## src/logic/hgp_pkg.sv

```systemverilog
// Constants, register map and field positions of the handshake GPIO port.
// Assumes a byte-wide processor bus with one-cycle read and write strobes.
//
// Summary of operation
// Eight data pins, each one independently an input or an output; the status instance drives read pulse pin 5 once out of reset.
// Direction bit 1 makes pin n an output; all pins are inputs after reset; the status instance drives pin 5 once out of reset.
// Pull-up enable bit per pin, 1 turns it on; all enabled after reset.
// Control bit 7 flags a detected selected edge on the handshake input.
// Control bit 6 shows the handshake input level, high meaning partner not ready.
// Control bit 5 enables the handshake input interrupt.
// Control bit 4 loops handshake output back onto handshake input for test.
// Control bit 1 sets the handshake output level directly; reset value 1.
// Edge select 1 detects the rising edge of the handshake input.
// The partner drives the handshake input while presenting a byte on the pins.
// The handshake output tells the partner a byte is driven on the pins.
// Each instance decodes a 4-byte window; eight windows are consecutive from the base.
// USB data register read returns the received byte; write passes a byte out.
// USB status byte is the data register of the instance at the status address.
// Software writes USB data only while status bit 7 reads 1.
// Status bit 6 reads 0 while a received byte is waiting.
// Status bit 5 drives the read pulse output toward the USB FIFO.
// Status bit 4 reads 1 normally and 0 after the two-escape reset sequence.
// Status bit 3 reads 1 after enumeration; bits 2 to 0 read 0.
// Edge select 0 detects the falling edge of the handshake input.
// Interrupt request while flag and enable are 1; reading control clears the flag.
// Direction register sits at offset two of the window.
package hgp_pkg;

	localparam int unsigned DATA_W = 8;
	localparam int unsigned ADDR_W = 16;

	// Window layout
	localparam logic [ADDR_W-1:0] PORT_BASE_ADDR = 16'h7e10;
	localparam int unsigned WINDOW_BYTES = 4;
	localparam int unsigned PORT_COUNT = 8;
	localparam logic [ADDR_W-1:0] USB_DATA_ADDR = 16'h7e20;
	localparam logic [ADDR_W-1:0] USB_STATUS_ADDR = 16'h7e24;

	// Offsets inside a window
	localparam logic [1:0] OFS_PIN_VALUES = 2'h0;
	localparam logic [1:0] OFS_PULLUP = 2'h1;
	localparam logic [1:0] OFS_DIRECTION = 2'h2;
	localparam logic [1:0] OFS_CTRL_STATUS = 2'h3;

	// Reset values
	localparam logic [7:0] RST_PIN_VALUES = 8'h00;
	localparam logic [7:0] RST_PULLUP = 8'hff;
	localparam logic [7:0] RST_DIRECTION = 8'h00;
	localparam logic [7:0] RST_CTRL_STATUS = 8'h02;

	// Control/status fields
	localparam int unsigned CS_IRQ_FLAG = 7;
	localparam int unsigned CS_IN_LEVEL = 6;
	localparam int unsigned CS_IRQ_ENABLE = 5;
	localparam int unsigned CS_LOOPBACK = 4;
	localparam int unsigned CS_OUT_LEVEL = 1;
	localparam int unsigned CS_EDGE_SELECT = 0;

	// USB status byte fields
	localparam int unsigned US_TX_SPACE = 7;
	localparam int unsigned US_RX_WAITING_N = 6;
	localparam int unsigned US_READ_PULSE = 5;
	localparam int unsigned US_RESET_N = 4;
	localparam int unsigned US_ENUMERATED = 3;
	localparam logic [7:0] US_UNUSED_MASK = 8'h07;
	localparam logic [7:0] US_DRIVEN_MASK = 8'h20;

	localparam int unsigned RX_FIFO_DEPTH = 16;

endpackage : hgp_pkg

```

## src/logic/hgp_port.sv

```systemverilog
// One handshake GPIO port instance with its receive buffer.
// Assumes pins and the handshake input arrive asynchronously; the bus shares clk_i.
// Eight instances share the bus; only the one whose window matches answers.

module hgp_fifo #(
	parameter int unsigned WIDTH = 8,
	parameter int unsigned DEPTH = 16
) (
	input wire logic clk_i,
	input wire logic resetn_i,
	input wire logic in_valid_i,
	output logic in_ready_o,
	input wire logic [WIDTH-1:0] in_data_i,
	output logic out_valid_o,
	input wire logic out_ready_i,
	output logic [WIDTH-1:0] out_data_o
);
	localparam int unsigned PW = $clog2(DEPTH);

	initial begin
		if (DEPTH < 2 || (DEPTH & (DEPTH - 1)) != 0) begin
			$error("FIFO depth must be a power of two of at least 2");
		end
		if (WIDTH < 1) begin
			$error("FIFO width must be positive");
		end
	end

	logic [WIDTH-1:0] mem_q [DEPTH];
	logic [PW:0] wr_ptr_q;
	logic [PW:0] rd_ptr_q;
	logic full;
	logic empty;
	logic push;
	logic pop;

	// Pointers carry one extra bit so full and empty stay distinct
	assign full = (wr_ptr_q[PW] != rd_ptr_q[PW]) && (wr_ptr_q[PW-1:0] == rd_ptr_q[PW-1:0]);
	assign empty = (wr_ptr_q == rd_ptr_q);
	assign push = in_valid_i && !full;
	assign pop = out_ready_i && !empty;
	assign in_ready_o = !full;
	assign out_valid_o = !empty;
	assign out_data_o = mem_q[rd_ptr_q[PW-1:0]];

	always_ff @(posedge clk_i) begin
		if (push) begin
			mem_q[wr_ptr_q[PW-1:0]] <= in_data_i;
		end
	end

	always_ff @(posedge clk_i) begin
		if (!resetn_i) begin
			wr_ptr_q <= '0;
		end else if (push) begin
			wr_ptr_q <= wr_ptr_q + 1'b1;
		end
	end

	always_ff @(posedge clk_i) begin
		if (!resetn_i) begin
			rd_ptr_q <= '0;
		end else if (pop) begin
			rd_ptr_q <= rd_ptr_q + 1'b1;
		end
	end

endmodule : hgp_fifo

module hgp_port
	import hgp_pkg::*;
#(
	parameter logic [ADDR_W-1:0] BASE_ADDR = PORT_BASE_ADDR,
	parameter bit USB_STATUS_MODE = 1'b0,
	parameter int unsigned FIFO_DEPTH = RX_FIFO_DEPTH
) (
	input wire logic clk_i,
	input wire logic resetn_i,
	// Processor bus
	input wire logic [ADDR_W-1:0] addr_i,
	input wire logic [DATA_W-1:0] wdata_i,
	input wire logic wr_i,
	input wire logic rd_i,
	output logic [DATA_W-1:0] rdata_o,
	output logic rvalid_o,
	// Data pins
	input wire logic [DATA_W-1:0] port_pin_i,
	output logic [DATA_W-1:0] port_pin_o,
	output logic [DATA_W-1:0] port_pin_oe_o,
	output logic [DATA_W-1:0] pullup_enable_bits_o,
	// Handshake
	input wire logic handshake_in_i,
	output logic handshake_out_o,
	output logic rx_ready_o,
	output logic irq_o
);

	initial begin
		if (DATA_W != 8) begin
			$error("Port logic serves eight pins only");
		end
		if (BASE_ADDR[1:0] != 2'h0) begin
			$error("Window base must be aligned to four bytes");
		end
	end

	logic [DATA_W-1:0] pin_meta_q;
	logic [DATA_W-1:0] pin_sync_q;
	logic hs_meta_q;
	logic hs_sync_q;
	logic hs_prev_q;
	logic hs_eff;
	logic edge_hit;

	logic [DATA_W-1:0] out_latch_q;
	logic [DATA_W-1:0] pullup_q;
	logic [DATA_W-1:0] dir_q;
	logic irq_flag_q;
	logic irq_en_q;
	logic loopback_q;
	logic out_level_q;
	logic edge_sel_q;

	logic sel;
	logic [1:0] ofs;
	logic wr_hit;
	logic rd_hit;

	logic fifo_in_valid;
	logic fifo_in_ready;
	logic fifo_out_valid;
	logic fifo_out_ready;
	logic [DATA_W-1:0] fifo_out_data;

	logic [DATA_W-1:0] pin_view;
	logic [DATA_W-1:0] status_view;
	logic [DATA_W-1:0] ctrl_view;
	logic [DATA_W-1:0] rdata_d;

	// Window decode: upper address bits pick the instance, low two the register
	assign sel = (addr_i[ADDR_W-1:2] == BASE_ADDR[ADDR_W-1:2]);
	assign ofs = addr_i[1:0];
	assign wr_hit = wr_i && sel;
	assign rd_hit = rd_i && sel;

	// Two-flop synchronisers for the pins and the handshake input
	always_ff @(posedge clk_i) begin
		if (!resetn_i) begin
			pin_meta_q <= '0;
			pin_sync_q <= '0;
		end else begin
			pin_meta_q <= port_pin_i;
			pin_sync_q <= pin_meta_q;
		end
	end

	always_ff @(posedge clk_i) begin
		if (!resetn_i) begin
			hs_meta_q <= 1'b1;
			hs_sync_q <= 1'b1;
		end else begin
			hs_meta_q <= handshake_in_i;
			hs_sync_q <= hs_meta_q;
		end
	end

	// Loopback replaces the pin with our own handshake output level
	assign hs_eff = loopback_q ? out_level_q : hs_sync_q;

	always_ff @(posedge clk_i) begin
		if (!resetn_i) begin
			hs_prev_q <= 1'b1;
		end else begin
			hs_prev_q <= hs_eff;
		end
	end

	assign edge_hit = edge_sel_q ? (hs_eff && !hs_prev_q)
		: (!hs_eff && hs_prev_q);

	// Output latch for pins configured as outputs
	always_ff @(posedge clk_i) begin
		if (!resetn_i) begin
			out_latch_q <= RST_PIN_VALUES;
		end else if (wr_hit && ofs == OFS_PIN_VALUES) begin
			out_latch_q <= wdata_i;
		end
	end

	always_ff @(posedge clk_i) begin
		if (!resetn_i) begin
			pullup_q <= RST_PULLUP;
		end else if (wr_hit && ofs == OFS_PULLUP) begin
			pullup_q <= wdata_i;
		end
	end

	always_ff @(posedge clk_i) begin
		if (!resetn_i) begin
			dir_q <= RST_DIRECTION;
		end else if (wr_hit && ofs == OFS_DIRECTION) begin
			dir_q <= wdata_i;
		end
	end

	// Writable control fields
	always_ff @(posedge clk_i) begin
		if (!resetn_i) begin
			irq_en_q <= RST_CTRL_STATUS[CS_IRQ_ENABLE];
			loopback_q <= RST_CTRL_STATUS[CS_LOOPBACK];
			out_level_q <= RST_CTRL_STATUS[CS_OUT_LEVEL];
			edge_sel_q <= RST_CTRL_STATUS[CS_EDGE_SELECT];
		end else if (wr_hit && ofs == OFS_CTRL_STATUS) begin
			irq_en_q <= wdata_i[CS_IRQ_ENABLE];
			loopback_q <= wdata_i[CS_LOOPBACK];
			out_level_q <= wdata_i[CS_OUT_LEVEL];
			edge_sel_q <= wdata_i[CS_EDGE_SELECT];
		end
	end

	// Interrupt flag: a new edge in the clearing read's cycle keeps the flag set
	always_ff @(posedge clk_i) begin
		if (!resetn_i) begin
			irq_flag_q <= RST_CTRL_STATUS[CS_IRQ_FLAG];
		end else if (edge_hit) begin
			irq_flag_q <= 1'b1;
		end else if (rd_hit && ofs == OFS_CTRL_STATUS) begin
			irq_flag_q <= 1'b0;
		end
	end

	// Receive buffer: the partner's strobe edge captures the byte on the pins.
	// A full buffer drops the capture; rx_ready_o tells the partner to hold off.
	assign fifo_in_valid = edge_hit && !USB_STATUS_MODE;
	assign fifo_out_ready = rd_hit && ofs == OFS_PIN_VALUES && !USB_STATUS_MODE;

	hgp_fifo #(
		.WIDTH(DATA_W),
		.DEPTH(FIFO_DEPTH)
	) u_rx_fifo (
		.clk_i(clk_i),
		.resetn_i(resetn_i),
		.in_valid_i(fifo_in_valid),
		.in_ready_o(fifo_in_ready),
		.in_data_i(pin_sync_q),
		.out_valid_o(fifo_out_valid),
		.out_ready_i(fifo_out_ready),
		.out_data_o(fifo_out_data)
	);

	// Read views
	assign pin_view = (dir_q & out_latch_q) | (~dir_q & pin_sync_q);

	always_comb begin
		status_view = pin_sync_q & ~US_UNUSED_MASK;
		status_view[US_TX_SPACE] = pin_sync_q[US_TX_SPACE];
		status_view[US_RX_WAITING_N] = pin_sync_q[US_RX_WAITING_N];
		status_view[US_READ_PULSE] = out_latch_q[US_READ_PULSE];
		status_view[US_RESET_N] = pin_sync_q[US_RESET_N];
		status_view[US_ENUMERATED] = pin_sync_q[US_ENUMERATED];
	end

	always_comb begin
		ctrl_view = '0;
		ctrl_view[CS_IRQ_FLAG] = irq_flag_q;
		ctrl_view[CS_IN_LEVEL] = hs_eff;
		ctrl_view[CS_IRQ_ENABLE] = irq_en_q;
		ctrl_view[CS_LOOPBACK] = loopback_q;
		ctrl_view[CS_OUT_LEVEL] = out_level_q;
		ctrl_view[CS_EDGE_SELECT] = edge_sel_q;
	end

	always_comb begin
		rdata_d = '0;
		unique case (ofs)
			OFS_PIN_VALUES: begin
				if (USB_STATUS_MODE) begin
					rdata_d = status_view;
				end else if (fifo_out_valid) begin
					rdata_d = fifo_out_data;
				end else begin
					rdata_d = pin_view;
				end
			end
			OFS_PULLUP: rdata_d = pullup_q;
			OFS_DIRECTION: rdata_d = dir_q;
			OFS_CTRL_STATUS: rdata_d = ctrl_view;
		endcase
	end

	always_ff @(posedge clk_i) begin
		if (!resetn_i) begin
			rdata_o <= '0;
			rvalid_o <= 1'b0;
		end else begin
			rdata_o <= rd_hit ? rdata_d : '0;
			rvalid_o <= rd_hit;
		end
	end

	// Pin drivers; out of reset the status instance always drives the read pulse pin
	always_ff @(posedge clk_i) begin
		if (!resetn_i) begin
			port_pin_o <= RST_PIN_VALUES;
			port_pin_oe_o <= RST_DIRECTION;
			pullup_enable_bits_o <= RST_PULLUP;
		end else begin
			port_pin_o <= out_latch_q;
			port_pin_oe_o <= USB_STATUS_MODE ? (dir_q | US_DRIVEN_MASK) : dir_q;
			pullup_enable_bits_o <= pullup_q;
		end
	end

	always_ff @(posedge clk_i) begin
		if (!resetn_i) begin
			handshake_out_o <= RST_CTRL_STATUS[CS_OUT_LEVEL];
			irq_o <= 1'b0;
			rx_ready_o <= 1'b0;
		end else begin
			handshake_out_o <= out_level_q;
			irq_o <= irq_flag_q && irq_en_q;
			rx_ready_o <= fifo_in_ready && !USB_STATUS_MODE;
		end
	end

endmodule : hgp_port

```

## config.mk

```make
export PLATFORM = sky130hd
export DESIGN_NAME = hgp_port
export DESIGN_NICKNAME = d
export VERILOG_FILES = /design/src/logic/hgp_pkg.sv /design/src/logic/hgp_port.sv
export SDC_FILE = /design/constraint.sdc
export NUM_CORES = 1
export LEC_CHECK = 0
export BUFFER_PORTS_ARGS = -buffer_cell sky130_fd_sc_hd__buf_2
export CAP_MARGIN = 10
export CORE_MARGIN = 8
export CORE_UTILIZATION = 63
export CTS_CLUSTER_SIZE = 14
export DETAILED_ROUTE_END_ITERATION = 10
export PLACE_DENSITY = 0.93
export SLEW_MARGIN = 0
export SYNTH_ARGS = -nofsm -noshare
export SYNTH_HDL_FRONTEND = slang
export SYNTH_SLANG_ARGS = --single-unit
```

## constraint.sdc

```tcl
create_clock -name clk_i -period 5.6 [get_ports clk_i]
set_input_delay 0 -clock clk_i [delete_from_list [all_inputs] [get_ports clk_i]]
set_output_delay 0 -clock clk_i [all_outputs]
set_load 0.05 [all_outputs]
```

==> summary.md, run 1 <==
| Metric | Value |
|---|---|
| Result of the run | finished, final reports clean |
| Number of max-slew violations in the final report | 0 |
| Clock transition at the registers of the reported paths | 0.06 ns |
| Number of nets in the final layout | 691 |
| Routed wire length per instance | 25.0 um |
| Clock sink count | ~230 |
| Total Die Area | 17300 um2 |
| Total internal power | 2.60 mW |
| Required time of the critical path | between 5 and 6 ns |
| Final worst clock skew | 0.0100 ns |
| TritonCTS clock tree | yes |
| Final period demand of the worst path | around 3.1 ns |
| RSZ-0062 raised after global routing | no |
| Via count | about 5500 |
| Worst-case vdd ir drop | 0.273 mV |
| Launching point of the worst reg2reg path | loopback_q$_SDFFE_PN0P_ |
| Sequential area share after synthesis | 0.690 |
| Number of stages on the worst setup path | 5 |
| Setup crit start kind | register |
| Ports | 73 |
| Via count of the first global-routing pass | ~5400 |
| Switching Power | about 650 uW |
| Cell taking the most area after synthesis | edfxtp_1 |
| Number of antenna violations at the first check in global routing | 0 |
| Max-capacitance violation count | 0 |
| Die Ht | 132 um |
| Cell types occupying the most area after synthesis | edfxtp_1 46%, dfxtp_1 23%, mux4_2 8.6% |
| Core region area | 13100 um2 |
| Clock buffer count from CTS | 22 |
| Post-synth design cell area | 8420 um2 |
| Worst reg2reg setup slack | 2.45 ns |
| Area taken by flip-flops and latches | 5810 um2 |
| Cells along the critical path | mux2i_1 > mux2i_1 > a21oi_1 > nand2_1 > nor3_1 |
| GRT Util Overall | 0.237 |
| Number of remaining DRC errors | 0 |
| Met3 GRT Util | 0.0591 |
| Final-report setup violation count | 0 |
| # H-tree levels | 1 |
| Async SR Flop Fraction | 0 |
| Most frequent cell after synthesis | edfxtp_1 |
| Netlist cell types | 42 |
| Antenna fix cells | 0 |
| Leakage power summed over all cells | around 3.7 nW |
| Part of the cycle the worst path needs | 0.562 |
| Final WL | roughly 21 mm |
| Root Driver | clkbuf_16 |
| Worst min path class | in2reg |
| Startpoint of the most critical hold path | resetn_i |
| Most heavily used metal layer in global routing | met2 |
| Aggregate negative setup slack | 0 ns |
| Ratio of cells with drive above 1 in the final layout | 0.220 |
| DR iter-0 viols | 946 |
| Combinational cell fraction of total power | 0.025 |
| Most frequent cells after synthesis | 128 x edfxtp_1, 98 x dfxtp_1, 42 x mux2i_1, 41 x nor2_1, 33 x and2_1 |
| Post-synthesis instance total | between 500 and 600 |
| Floorplan die width | approximately 130 um |
| Synth Flop Type | edfxtp_1 |
| R2R Path End | u_rx_fifo.mem_q[0][7]$_DFFE_PP_ |
| Post-detailed-placement cell area | 8920 um2 |
| Fraction of power consumed by sequential logic | 0.546 |
| Power Dens Cells | around 330 nW/um2 |
| Max frequency | 318 MHz |
| Data arrival at the endpoint of the critical path | about 3.3 ns |
| Leftover overflow at the end of global routing | 0 |
| End-of-flow core utilization | 0.748 |
| Buffers inserted during post-CTS setup optimization | 0 |
| Sw frac | 0.200 |
| Gp weighted congestion | ~0.91 |
| Largest delay contributor family on the critical path | simple AND/OR/NAND/NOR gates |
| Vias per cell | 6.50 |
| Cell Rows | 42 |
| Initial cell density of the core | 0.641 |
| Synthesis Warnings | 0 |
| Clock group share of total power | 0.429 |
| Mean cell area of the mapped netlist | 15.2 um2 |
| Critical Path End Type | register |
| Worst-case hold path end point | pullup_q[4]$_SDFFE_PN1P_ |
| Multi-input combinational cell area | 2490 um2 |
| Post-synthesis sequential element count | 226 |
| Final hold violation count | 0 |
| Maximum number of pins on one net before global-route repair | 59 |
| Placed cell count | 778 |
| Antenna-violating nets left | 0 |
| Delay of the slowest critical-path stage | 0.91 ns |
| Biggest fanout along the worst timing path | 8 |
| Most common cell on crit path | mux2i_1 |
| Category of the critical setup timing path | reg2reg |
| Number of input and output port buffers inserted | 72 |
| Hold Path Depth | 3 |
| Worst-skew pair later-pin latency | 0.50 ns |
| Filler Cells Inserted | 699 |
| Final instance area | 9830 um2 |
| Worst Hold Slack | ~0.024 ns |
| Normalized max-slew margin | 0.241 |
| Pin slew with the least headroom to its limit | around 1.1 ns |
| Non-Filler Instances | ~840 |
| Area growth from synthesis to final layout | 16.8% |
| Library cell contributing the largest single delay on the critical path | nor3_1 |
| CP Buf/Inv Count | 0 |
| Fraction of post-synthesis cell area in the top cell type by area | 0.457 |
| Worst r2r path cells | 5 |
| Maximum count of clock buffers along a single path | 3 |
| Number of search-and-repair iterations in the first detailed-routing pass | 6 |
| Met2 track demand over resource in global routing | 0.394 |
| Post-Synthesis Net Count | 595 |
| First-pass GRT wire length | 32.2 mm |
| Number of enable-type register cells in the synthesized netlist | 128 |
| Routing usage on met1 | 0.290 |
| Sum of net half-perimeters after detailed placement | ~12 mm |
-- kinds of logic after synthesis --
family,share of synthesized area
and+or+nand+nor,0.0899
buffers and inverters,0.0143
AOI/OAI and AO/OA,0.0511
xor gates and xnor gates,0.00936
adders and majority gates,0.00743
DFF,0.690
muxes,0.138
-- cells in the final DEF, fill, tap and decap left out, types with 3 or more instances in the layout --
cell,instances
clkbuf_8,4
buf_2,73
a311o_1,4
dlygate4sd3_1,20
nand2b_1,15
a21oi_1,14
and2_1,33
nand4_1,3
a22o_1,4
ha_1,5
a22oi_1,10
nand3_1,7
nand2_1,23
nor2b_1,6
nor3_1,5
a221oi_1,4
dfxtp_1,97
clkbuf_16,23
inv_1,6
mux2i_1,42
o21ai_0,11
edfxtp_1,128
or3_1,3
nor2_1,41
a31oi_1,4
clkbuf_1,6
xnor2_1,6
o211ai_1,4
xor2_1,3
mux4_2,32
-- cell type report --
type | count | area share
Clock buffer | 33 | 0.0664
Timing Repair Buffer | 97 | 0.0618
Clock inverter | 5 | 0.00293
Tap cell | 176 | 0.0224
Inverter | 6 | 0.00229
Sequential cell | 226 | 0.591
Multi-Input combinational cell | 296 | 0.253
-- metrics by stage --
step                setup WS, ns  total power [mW]
finish                      2.45              3.25
global route                2.32              3.33
CTS                         2.61              3.24
detailed placement          2.59              1.87
global placement            2.94              1.87
floorplan                   3.16              1.84
-- worst max-delay path by stage --
stage                                 endpoint  slack (ns)                               start
6_report       u_rx_fifo.mem_q[0][7]$_DFFE_PP_        2.45             loopback_q$_SDFFE_PN0P_
4_1_cts        u_rx_fifo.mem_q[2][0]$_DFFE_PP_        2.61             loopback_q$_SDFFE_PN0P_
3_3_place_gp   u_rx_fifo.mem_q[1][7]$_DFFE_PP_        2.94             loopback_q$_SDFFE_PN0P_
5_1_grt        u_rx_fifo.mem_q[1][6]$_DFFE_PP_        2.32             loopback_q$_SDFFE_PN0P_
2_1_floorplan  u_rx_fifo.mem_q[0][0]$_DFFE_PP_        3.16  u_rx_fifo.wr_ptr_q[2]$_SDFFE_PN0P_
3_5_place_dp   u_rx_fifo.mem_q[0][7]$_DFFE_PP_        2.59             loopback_q$_SDFFE_PN0P_
-- worst min-delay path, stage by stage --
cell and delay [ns]:
buf_2 0.10, buf_4 0.28, nand2_1 0.10
-- sequential cells by signal (all words and copies together) (netlist names), 5 cells and up, named ones only --
signal and cells:
rdata_o 8, u_rx_fifo.mem_q 128, pullup_enable_bits_o 8, port_pin_oe_o 8, u_rx_fifo.wr_ptr_q 5, pin_meta_q 8, out_latch_q 8, pullup_q 8
port_pin_o 8, u_rx_fifo.rd_ptr_q 5, dir_q 8, pin_sync_q 8
-- layer usage --
layer	routed length [um]	share of wire
met3	2220	0.11
met4	1030	0.049
met1	7630	0.36
met2	10100	0.48
met5	0	0
-- power groups by stage --
stage,Clock (mW),Sequential [mW],Combinational (mW)
6_report,1.39,1.77,0.0798
2_1_floorplan,0,1.80,0.0372
5_1_grt,1.47,1.77,0.0850
3_3_place_gp,0,1.81,0.0627
4_1_cts,1.39,1.77,0.0773
3_5_place_dp,0,1.81,0.0658
-- what timing repair did --
action	in CTS	in global routing
gates resized for setup	0	0
endpoints found under the hold margin	41	0
hold buffers	20	0
No activity file was read; power rests on OpenSTA's default activity.
==> inputs of run 2 (changes only) <==
--- a/config.mk
+++ b/config.mk
@@ -8,10 +8,10 @@
 export BUFFER_PORTS_ARGS = -buffer_cell sky130_fd_sc_hd__buf_2
 export CAP_MARGIN = 10
 export CORE_MARGIN = 8
-export CORE_UTILIZATION = 63
+export CORE_UTILIZATION = 53
 export CTS_CLUSTER_SIZE = 14
 export DETAILED_ROUTE_END_ITERATION = 10
-export PLACE_DENSITY = 0.93
+export PLACE_DENSITY = 0.84
 export SLEW_MARGIN = 0
 export SYNTH_ARGS = -nofsm -noshare
 export SYNTH_HDL_FRONTEND = slang
==> constraint.sdc (replaced) <==
create_clock -name clk_i -period 2.7 [get_ports clk_i]
set_input_delay 0 -clock clk_i [delete_from_list [all_inputs] [get_ports clk_i]]
set_output_delay 0 -clock clk_i [all_outputs]
set_load 0.05 [all_outputs]
==> run 2 against run 1 <==
Effect of this change:
- maximum frequency up 30%
- critical path type unchanged
- combinational power rose by 110%
- sequential share of layout area fell by 1.4 points
- critical endpoint is now u_rx_fifo.mem_q[1][2]$_DFFE_PP_
- cell count up 7.3%
- clock skew fell by 0.0037 ns
- largest cell class unchanged
- die area increased by 16%
- first-iteration DRC count fell by 42%
- final area grew 2.5%
- register-to-register slack lost 2.2 ns
- routed wire length fell by 9.0%
==> summary.md, run 2 (synthesis gave the netlist of run 1 again) <==
| Metric | Value |
|---|---|
| Final worst clock skew | 0.00628 ns |
| Vias per cell | 5.76 |
| Final WL | 19.0 mm |
| Sum of net half-perimeters after detailed placement | 12.1 mm |
| Part of the cycle the worst path needs | 0.899 |
| Biggest fanout along the worst timing path | 8 |
| First-pass GRT wire length | 29.8 mm |
| Worst-skew pair later-pin latency | 0.51 ns |
| Largest delay contributor family on the critical path | multiplexers |
| Sw frac | 0.197 |
| Normalized max-slew margin | 0.272 |
| Critical Path End Type | register |
| Initial cell density of the core | 0.536 |
| Metal3 WL | 1.77 mm |
| Max-capacitance violation count | 0 |
| Result of the run | finished, final reports clean |
| DR iter-0 viols | ~540 |
| Number of nets in the final layout | 710 |
| Total internal power | 5.51 mW |
| Library cell contributing the largest single delay on the critical path | a21oi_1 |
| Via count of the first global-routing pass | about 5200 |
| Filler Cells Inserted | 1043 |
| Met2 wire len | 9.31 mm |
| Most frequent standard cell in the layout excluding fill and tap cells | edfxtp_1 |
| # H-tree levels | 1 |
| Combinational cell fraction of total power | 0.024 |
| Final hold violation count | 0 |
| Required time of the critical path | 2.91 ns |
| Final period demand of the worst path | ~2.4 ns |
| Root Driver | clkbuf_16 |
| Uppermost metal layer occupied by signal nets | met4 |
| Number of max-slew violations in the final report | 0 |
| Floorplan die width | 142 um |
| Maximum count of clock buffers along a single path | 3 |
| Most common cell on crit path | mux2i_1 |
| Setup crit start kind | register |
| Overall Power | 6.86 mW |
| Cell Rows | 46 |
| Routed wire length per instance | around 21 um |
| Routed met1 length | 7.46 mm |
| GRT Util Overall | 0.191 |
| Worst min path class | in2reg |
| Number of search-and-repair iterations in the first detailed-routing pass | 4 |
| Total Die Area | 20200 um2 |
| Die Ht | 142 um |
| Cells along the critical path | mux2i_1 > mux2i_1 > a21oi_1 > nand2_1 > nor3_1 > buf_4 |
| Core region area | 15700 um2 |
| Final-report setup violation count | 0 |
| Antenna-violating nets left | 0 |
| Clock sink count | 226 |
| Max frequency | about 410 MHz |
| RSZ-0062 raised after global routing | no |
| Fraction of power consumed by sequential logic | 0.536 |
| Leftover overflow at the end of global routing | 0 |
| Clock transition at the registers of the reported paths | 0.06 ns |
| Number of remaining DRC errors | 0 |
| Delay of the slowest critical-path stage | 0.42 ns |
| Number of antenna violations at the first check in global routing | 0 |
| Most used cells in the layout excluding fill and tap cells | 128 x edfxtp_1, 97 x dfxtp_1, 72 x buf_2 |
| Worst-case vdd ir drop | 0.430 mV |
| Power Dens Cells | 680 nW/um2 |
| Via count | 5182 |
| Leakage power summed over all cells | 3.81 nW |
| TritonCTS clock tree | yes |
| CP Buf/Inv Count | 1 |
| Area growth from synthesis to final layout | 19.7% |
| Switching Power | 1.35 mW |
| Number of input and output port buffers inserted | 72 |
| Gp weighted congestion | between 0.8 and 0.9 |
| Ratio of cells with drive above 1 in the final layout | 0.250 |
| Category of the critical setup timing path | reg2reg |
| Ports | between 70 and 80 |
| Antenna fix cells | 0 |
| Aggregate negative setup slack | 0 ns |
| Clock group share of total power | 0.439 |
| Clock buffer count from CTS | 22 |
| Pin slew with the least headroom to its limit | 1.09 ns |
| Flip-flop count of the largest register, all copies and words added | 128 |
| Maximum number of pins on one net before global-route repair | 55 |
| Data arrival at the endpoint of the critical path | roughly 2.6 ns |
## run 2: power by group through the flow
| stage | sequential [mW] | clock (mW) | combinational (mW) |
|---|---|---|---|
| 2_1_floorplan | 3.74 | 0 | 0.0772 |
| 3_3_place_gp | 3.75 | 0 | 0.137 |
| 5_1_grt | 3.68 | 3.20 | 0.181 |
| 4_1_cts | 3.68 | 3.05 | 0.164 |
| 6_report | 3.68 | 3.01 | 0.167 |
| 3_5_place_dp | 3.75 | 0 | 0.141 |
## run 2: layout make-up
cell class,count,area [um2],share of cell area
Inverter,6,22.5,0.00223
Timing Repair Buffer,116,753,0.0747
Sequential cell,226,5810,0.576
Clock buffer,37,707,0.0701
Tap cell,216,270,0.0268
Clock inverter,3,26.3,0.00261
Multi-Input combinational cell,296,2490,0.247
## run 2: metrics by stage
step / setup slack [ns] / cell area (um2) / instances / util / hold slack, ns
2_1_floorplan: 0.259 / 8420 / 553 / - / 0.101
3_3_place_gp: 0.397 / 9150 / 840 / 0.582 / 0.187
3_5_place_dp: 0.289 / 9150 / 840 / 0.582 / 0.188
4_1_cts: 0.267 / 10100 / 900 / 0.641 / 0.0219
5_1_grt: 0.0853 / 10100 / 900 / 0.641 / 0.0758
6_report: 0.272 / 10100 / 900 / 0.641 / 0.0448
## run 2: worst paths after layout
kind | startpoint | to | slack [ns] | depth (start not counted)
worst max-delay path | loopback_q$_SDFFE_PN0P_ | u_rx_fifo.mem_q[1][2]$_DFFE_PP_ | 0.27 | 6
worst max register to register | loopback_q$_SDFFE_PN0P_ | u_rx_fifo.mem_q[1][2]$_DFFE_PP_ | 0.27 | 6
worst min register to register | hs_meta_q$_SDFF_PN1_ | hs_sync_q$_SDFF_PN1_ | 0.41 | 1
worst min-delay path | wr_i | pullup_q[2]$_SDFFE_PN1P_ | 0.04 | 4
## run 2: worst min-delay path: cells and delay by family
| kind | cells | cell delay [ns] |
|---|---|---|
| buf+inv | 1 | 0.13 |
| simple gates | 2 | 0.28 |
| mux | 1 | 0.11 |
## run 2: metal layers
layer  global-route usage  up-vias
li1                     -     2300
met1                0.250     2580
met2                0.312      264
met3               0.0413       38
met4               0.0611        0
met5                    0        -
## run 2: what timing repair did
action                    CTS  global route
hold endpoints to repair   42             0
gates resized for setup     0             0
hold buffers               20             0
buffers inserted            0             0
==> inputs of run 3 (changes only) <==
--- a/config.mk
+++ b/config.mk
@@ -8,10 +8,11 @@
 export BUFFER_PORTS_ARGS = -buffer_cell sky130_fd_sc_hd__buf_2
 export CAP_MARGIN = 10
 export CORE_MARGIN = 8
-export CORE_UTILIZATION = 53
+export CORE_UTILIZATION = 55
+export CTS_BUF_LIST = sky130_fd_sc_hd__clkbuf_4 sky130_fd_sc_hd__clkbuf_8
 export CTS_CLUSTER_SIZE = 14
 export DETAILED_ROUTE_END_ITERATION = 10
-export PLACE_DENSITY = 0.84
+export PLACE_DENSITY = 0.86
 export SLEW_MARGIN = 0
 export SYNTH_ARGS = -nofsm -noshare
 export SYNTH_HDL_FRONTEND = slang
==> run 3 against run 2 <==
Effect of this change:
- total power shrank 2.6%
- cell count shrank 0.56%
- sequential share of layout area grew 0.22 points
- clock skew grew 0.016 ns
- first-iteration DRC count shrank 13%
- worst setup slack lost 0.069 ns
- flip-flop and latch count is the same
- sequential power is essentially flat
- non-clock buffer count grew 2
- largest cell class unchanged
- register-to-register slack lost 0.07 ns
- core utilization grew 2.4 points
==> summary.md, run 3 (synthesis gave the netlist of run 1 again) <==
| Metric | Value |
|---|---|
| Buffers inserted during post-CTS setup optimization | 0 |
| Filler Cells Inserted | 996 |
| Worst-case vdd ir drop | 0.434 mV |
| Clock sink count | 226 |
| DR iter-0 viols | 474 |
| Number of nets in the final layout | 725 |
| Clock transition at the registers of the reported paths | 0.06 ns |
| End-of-flow core utilization | 0.665 |
| TritonCTS clock tree | yes |
| Floorplan die width | approximately 140 um |
| Total Die Area | 19500 um2 |
| Number of remaining DRC errors | 0 |
| Core region area | between 15000 and 20000 um2 |
| First-pass GRT wire length | just under 30 mm |
| Maximum number of pins on one net before global-route repair | 55 |
| Clock buffer count from CTS | 35 |
| Number of antenna violations at the first check in global routing | 0 |
| Aggregate negative setup slack | 0 ns |
| Worst Hold Slack | 0.0795 ns |
| Vias per cell | 5.87 |
| Biggest fanout along the worst timing path | 10 |
| Initial cell density of the core | 0.558 |
| Required time of the critical path | between 2 and 3 ns |
| Leakage power summed over all cells | 3.83 nW |
| Number of search-and-repair iterations in the first detailed-routing pass | 5 |
| Cell Rows | 45 |
| Die Ht | around 140 um |
| Fin worst setup slack | 0.203 ns |
| Area taken by flip-flops and latches | 5810 um2 |
| Final period demand of the worst path | 2.50 ns |
| Pin slew with the least headroom to its limit | 1.05 ns |
| Number of max-slew violations in the final report | 0 |
| Power Dens Cells | between 600 and 700 nW/um2 |
| Post-CTS sizing | 0 |
| Ports | 73 |
| # H-tree levels | 2 |
| Routed wire length per instance | 21.1 um |
| Critical Path End Type | register |
| Part of the cycle the worst path needs | 0.925 |
| CTS hold repair buffers | 21 |
| GRT Util Overall | 0.193 |
| Antenna fix cells | 0 |
| Data arrival at the endpoint of the critical path | between 2 and 3 ns |
| Number of input and output port buffers inserted | 72 |
| Gp weighted congestion | about 0.83 |
| Normalized max-slew margin | 0.300 |
| Most frequent standard cell in the layout excluding fill and tap cells | edfxtp_1 |
| Multi-input combinational cell area | 2490 um2 |
| Root Driver | clkbuf_8 |
| Category of the critical setup timing path | reg2reg |
| Ratio of cells with drive above 1 in the final layout | 0.277 |
| Worst-case setup slack after placement | 0.311 ns |
| Final hold violation count | 0 |
| Worst min path class | in2reg |
| Max frequency | 400 MHz |
| Sum of net half-perimeters after detailed placement | 12.4 mm |
| Flip-flop count of the largest register, all copies and words added | 128 |
| Most used cells in the layout excluding fill and tap cells | 128 x edfxtp_1, 97 x dfxtp_1, 72 x buf_2 |
| Via count | 5258 |
| Via count of the first global-routing pass | 5471 |
| Setup crit start kind | register |
| Max-capacitance violation count | 0 |
| Worst-skew pair later-pin latency | 0.52 ns |
| Final-report setup violation count | 0 |
| Antenna-violating nets left | 0 |
| Final worst clock skew | 0.0218 ns |
| Final WL | roughly 19 mm |
| Area growth from synthesis to final layout | 19.3% |
| Leftover overflow at the end of global routing | 0 |
| Maximum count of clock buffers along a single path | 3 |
| Result of the run | finished, final reports clean |
| RSZ-0062 raised after global routing | no |
## run 3: cell count changes in the layout (fill, tap and decap cells not counted), sizes merged
cell / previous run / this run
clkbuf: 37 / 52
clkinv: 3 / 6
buf: 96 / 97
bufinv: 0 / 1
clkinvlp: 0 / 1
dlygate4sd3: 20 / 21
inv: 6 / 7
## run 3: layout make-up
type / instances / share of cell area
clock buffer: 52 / 0.0619
timing repair buffer: 118 / 0.0780
sequential: 226 / 0.578
multi-input combinational: 296 / 0.248
tap: 188 / 0.0234
inverter: 6 / 0.00224
clock inverter: 9 / 0.00773
## run 3: stage by stage
stage          cells  power, mW  cell area, um2
2_1_floorplan    553       3.82            8420
3_3_place_gp     813       3.88            9130
3_5_place_dp     813       3.89            9130
4_1_cts          895       6.71           10000
5_1_grt          895       6.88           10000
6_report         895       6.68           10000
## run 3: critical path, stage by stage, from the launching register on
cell	delay (ns)
dfxtp_1	0.61
xnor2_1	0.17
and4_1	0.29
a21oi_1	0.45
nand2_1	0.26
nor3_1	0.20
buf_4	0.23
## run 3: path summary, 6_finish.rpt
| path | startpoint | to | slack (ns) | cells past startpoint |
|---|---|---|---|---|
| setup reg to reg | u_rx_fifo.wr_ptr_q[2]$_SDFFE_PN0P_ | u_rx_fifo.mem_q[2][5]$_DFFE_PP_ | 0.20 | 6 |
| hold / removal | wr_i | out_level_q$_SDFFE_PN1P_ | 0.08 | 4 |
| setup / recovery | u_rx_fifo.wr_ptr_q[2]$_SDFFE_PN0P_ | u_rx_fifo.mem_q[2][5]$_DFFE_PP_ | 0.20 | 6 |
| hold reg to reg | pin_meta_q[0]$_SDFF_PN0_ | pin_sync_q[0]$_SDFF_PN0_ | 0.43 | 1 |
## run 3: where the power goes
part	internal [mW]	total [mW]	leakage, nW	switching (mW)
Sequential	3.65	3.67	1.97	0.0262
Combinational	0.0755	0.174	1.48	0.0987
Clock	1.58	2.83	0.376	1.25
## run 3: layer usage
metal | global-route usage | vias to the layer above | wire length (um)
met5 | 0 | - | 0
met4 | 0.109 | 0 | 846
met3 | 0.0496 | 55 | 1560
met2 | 0.308 | 273 | 8990
met1 | 0.236 | 2588 | 7530
li1 | - | 2342 | -
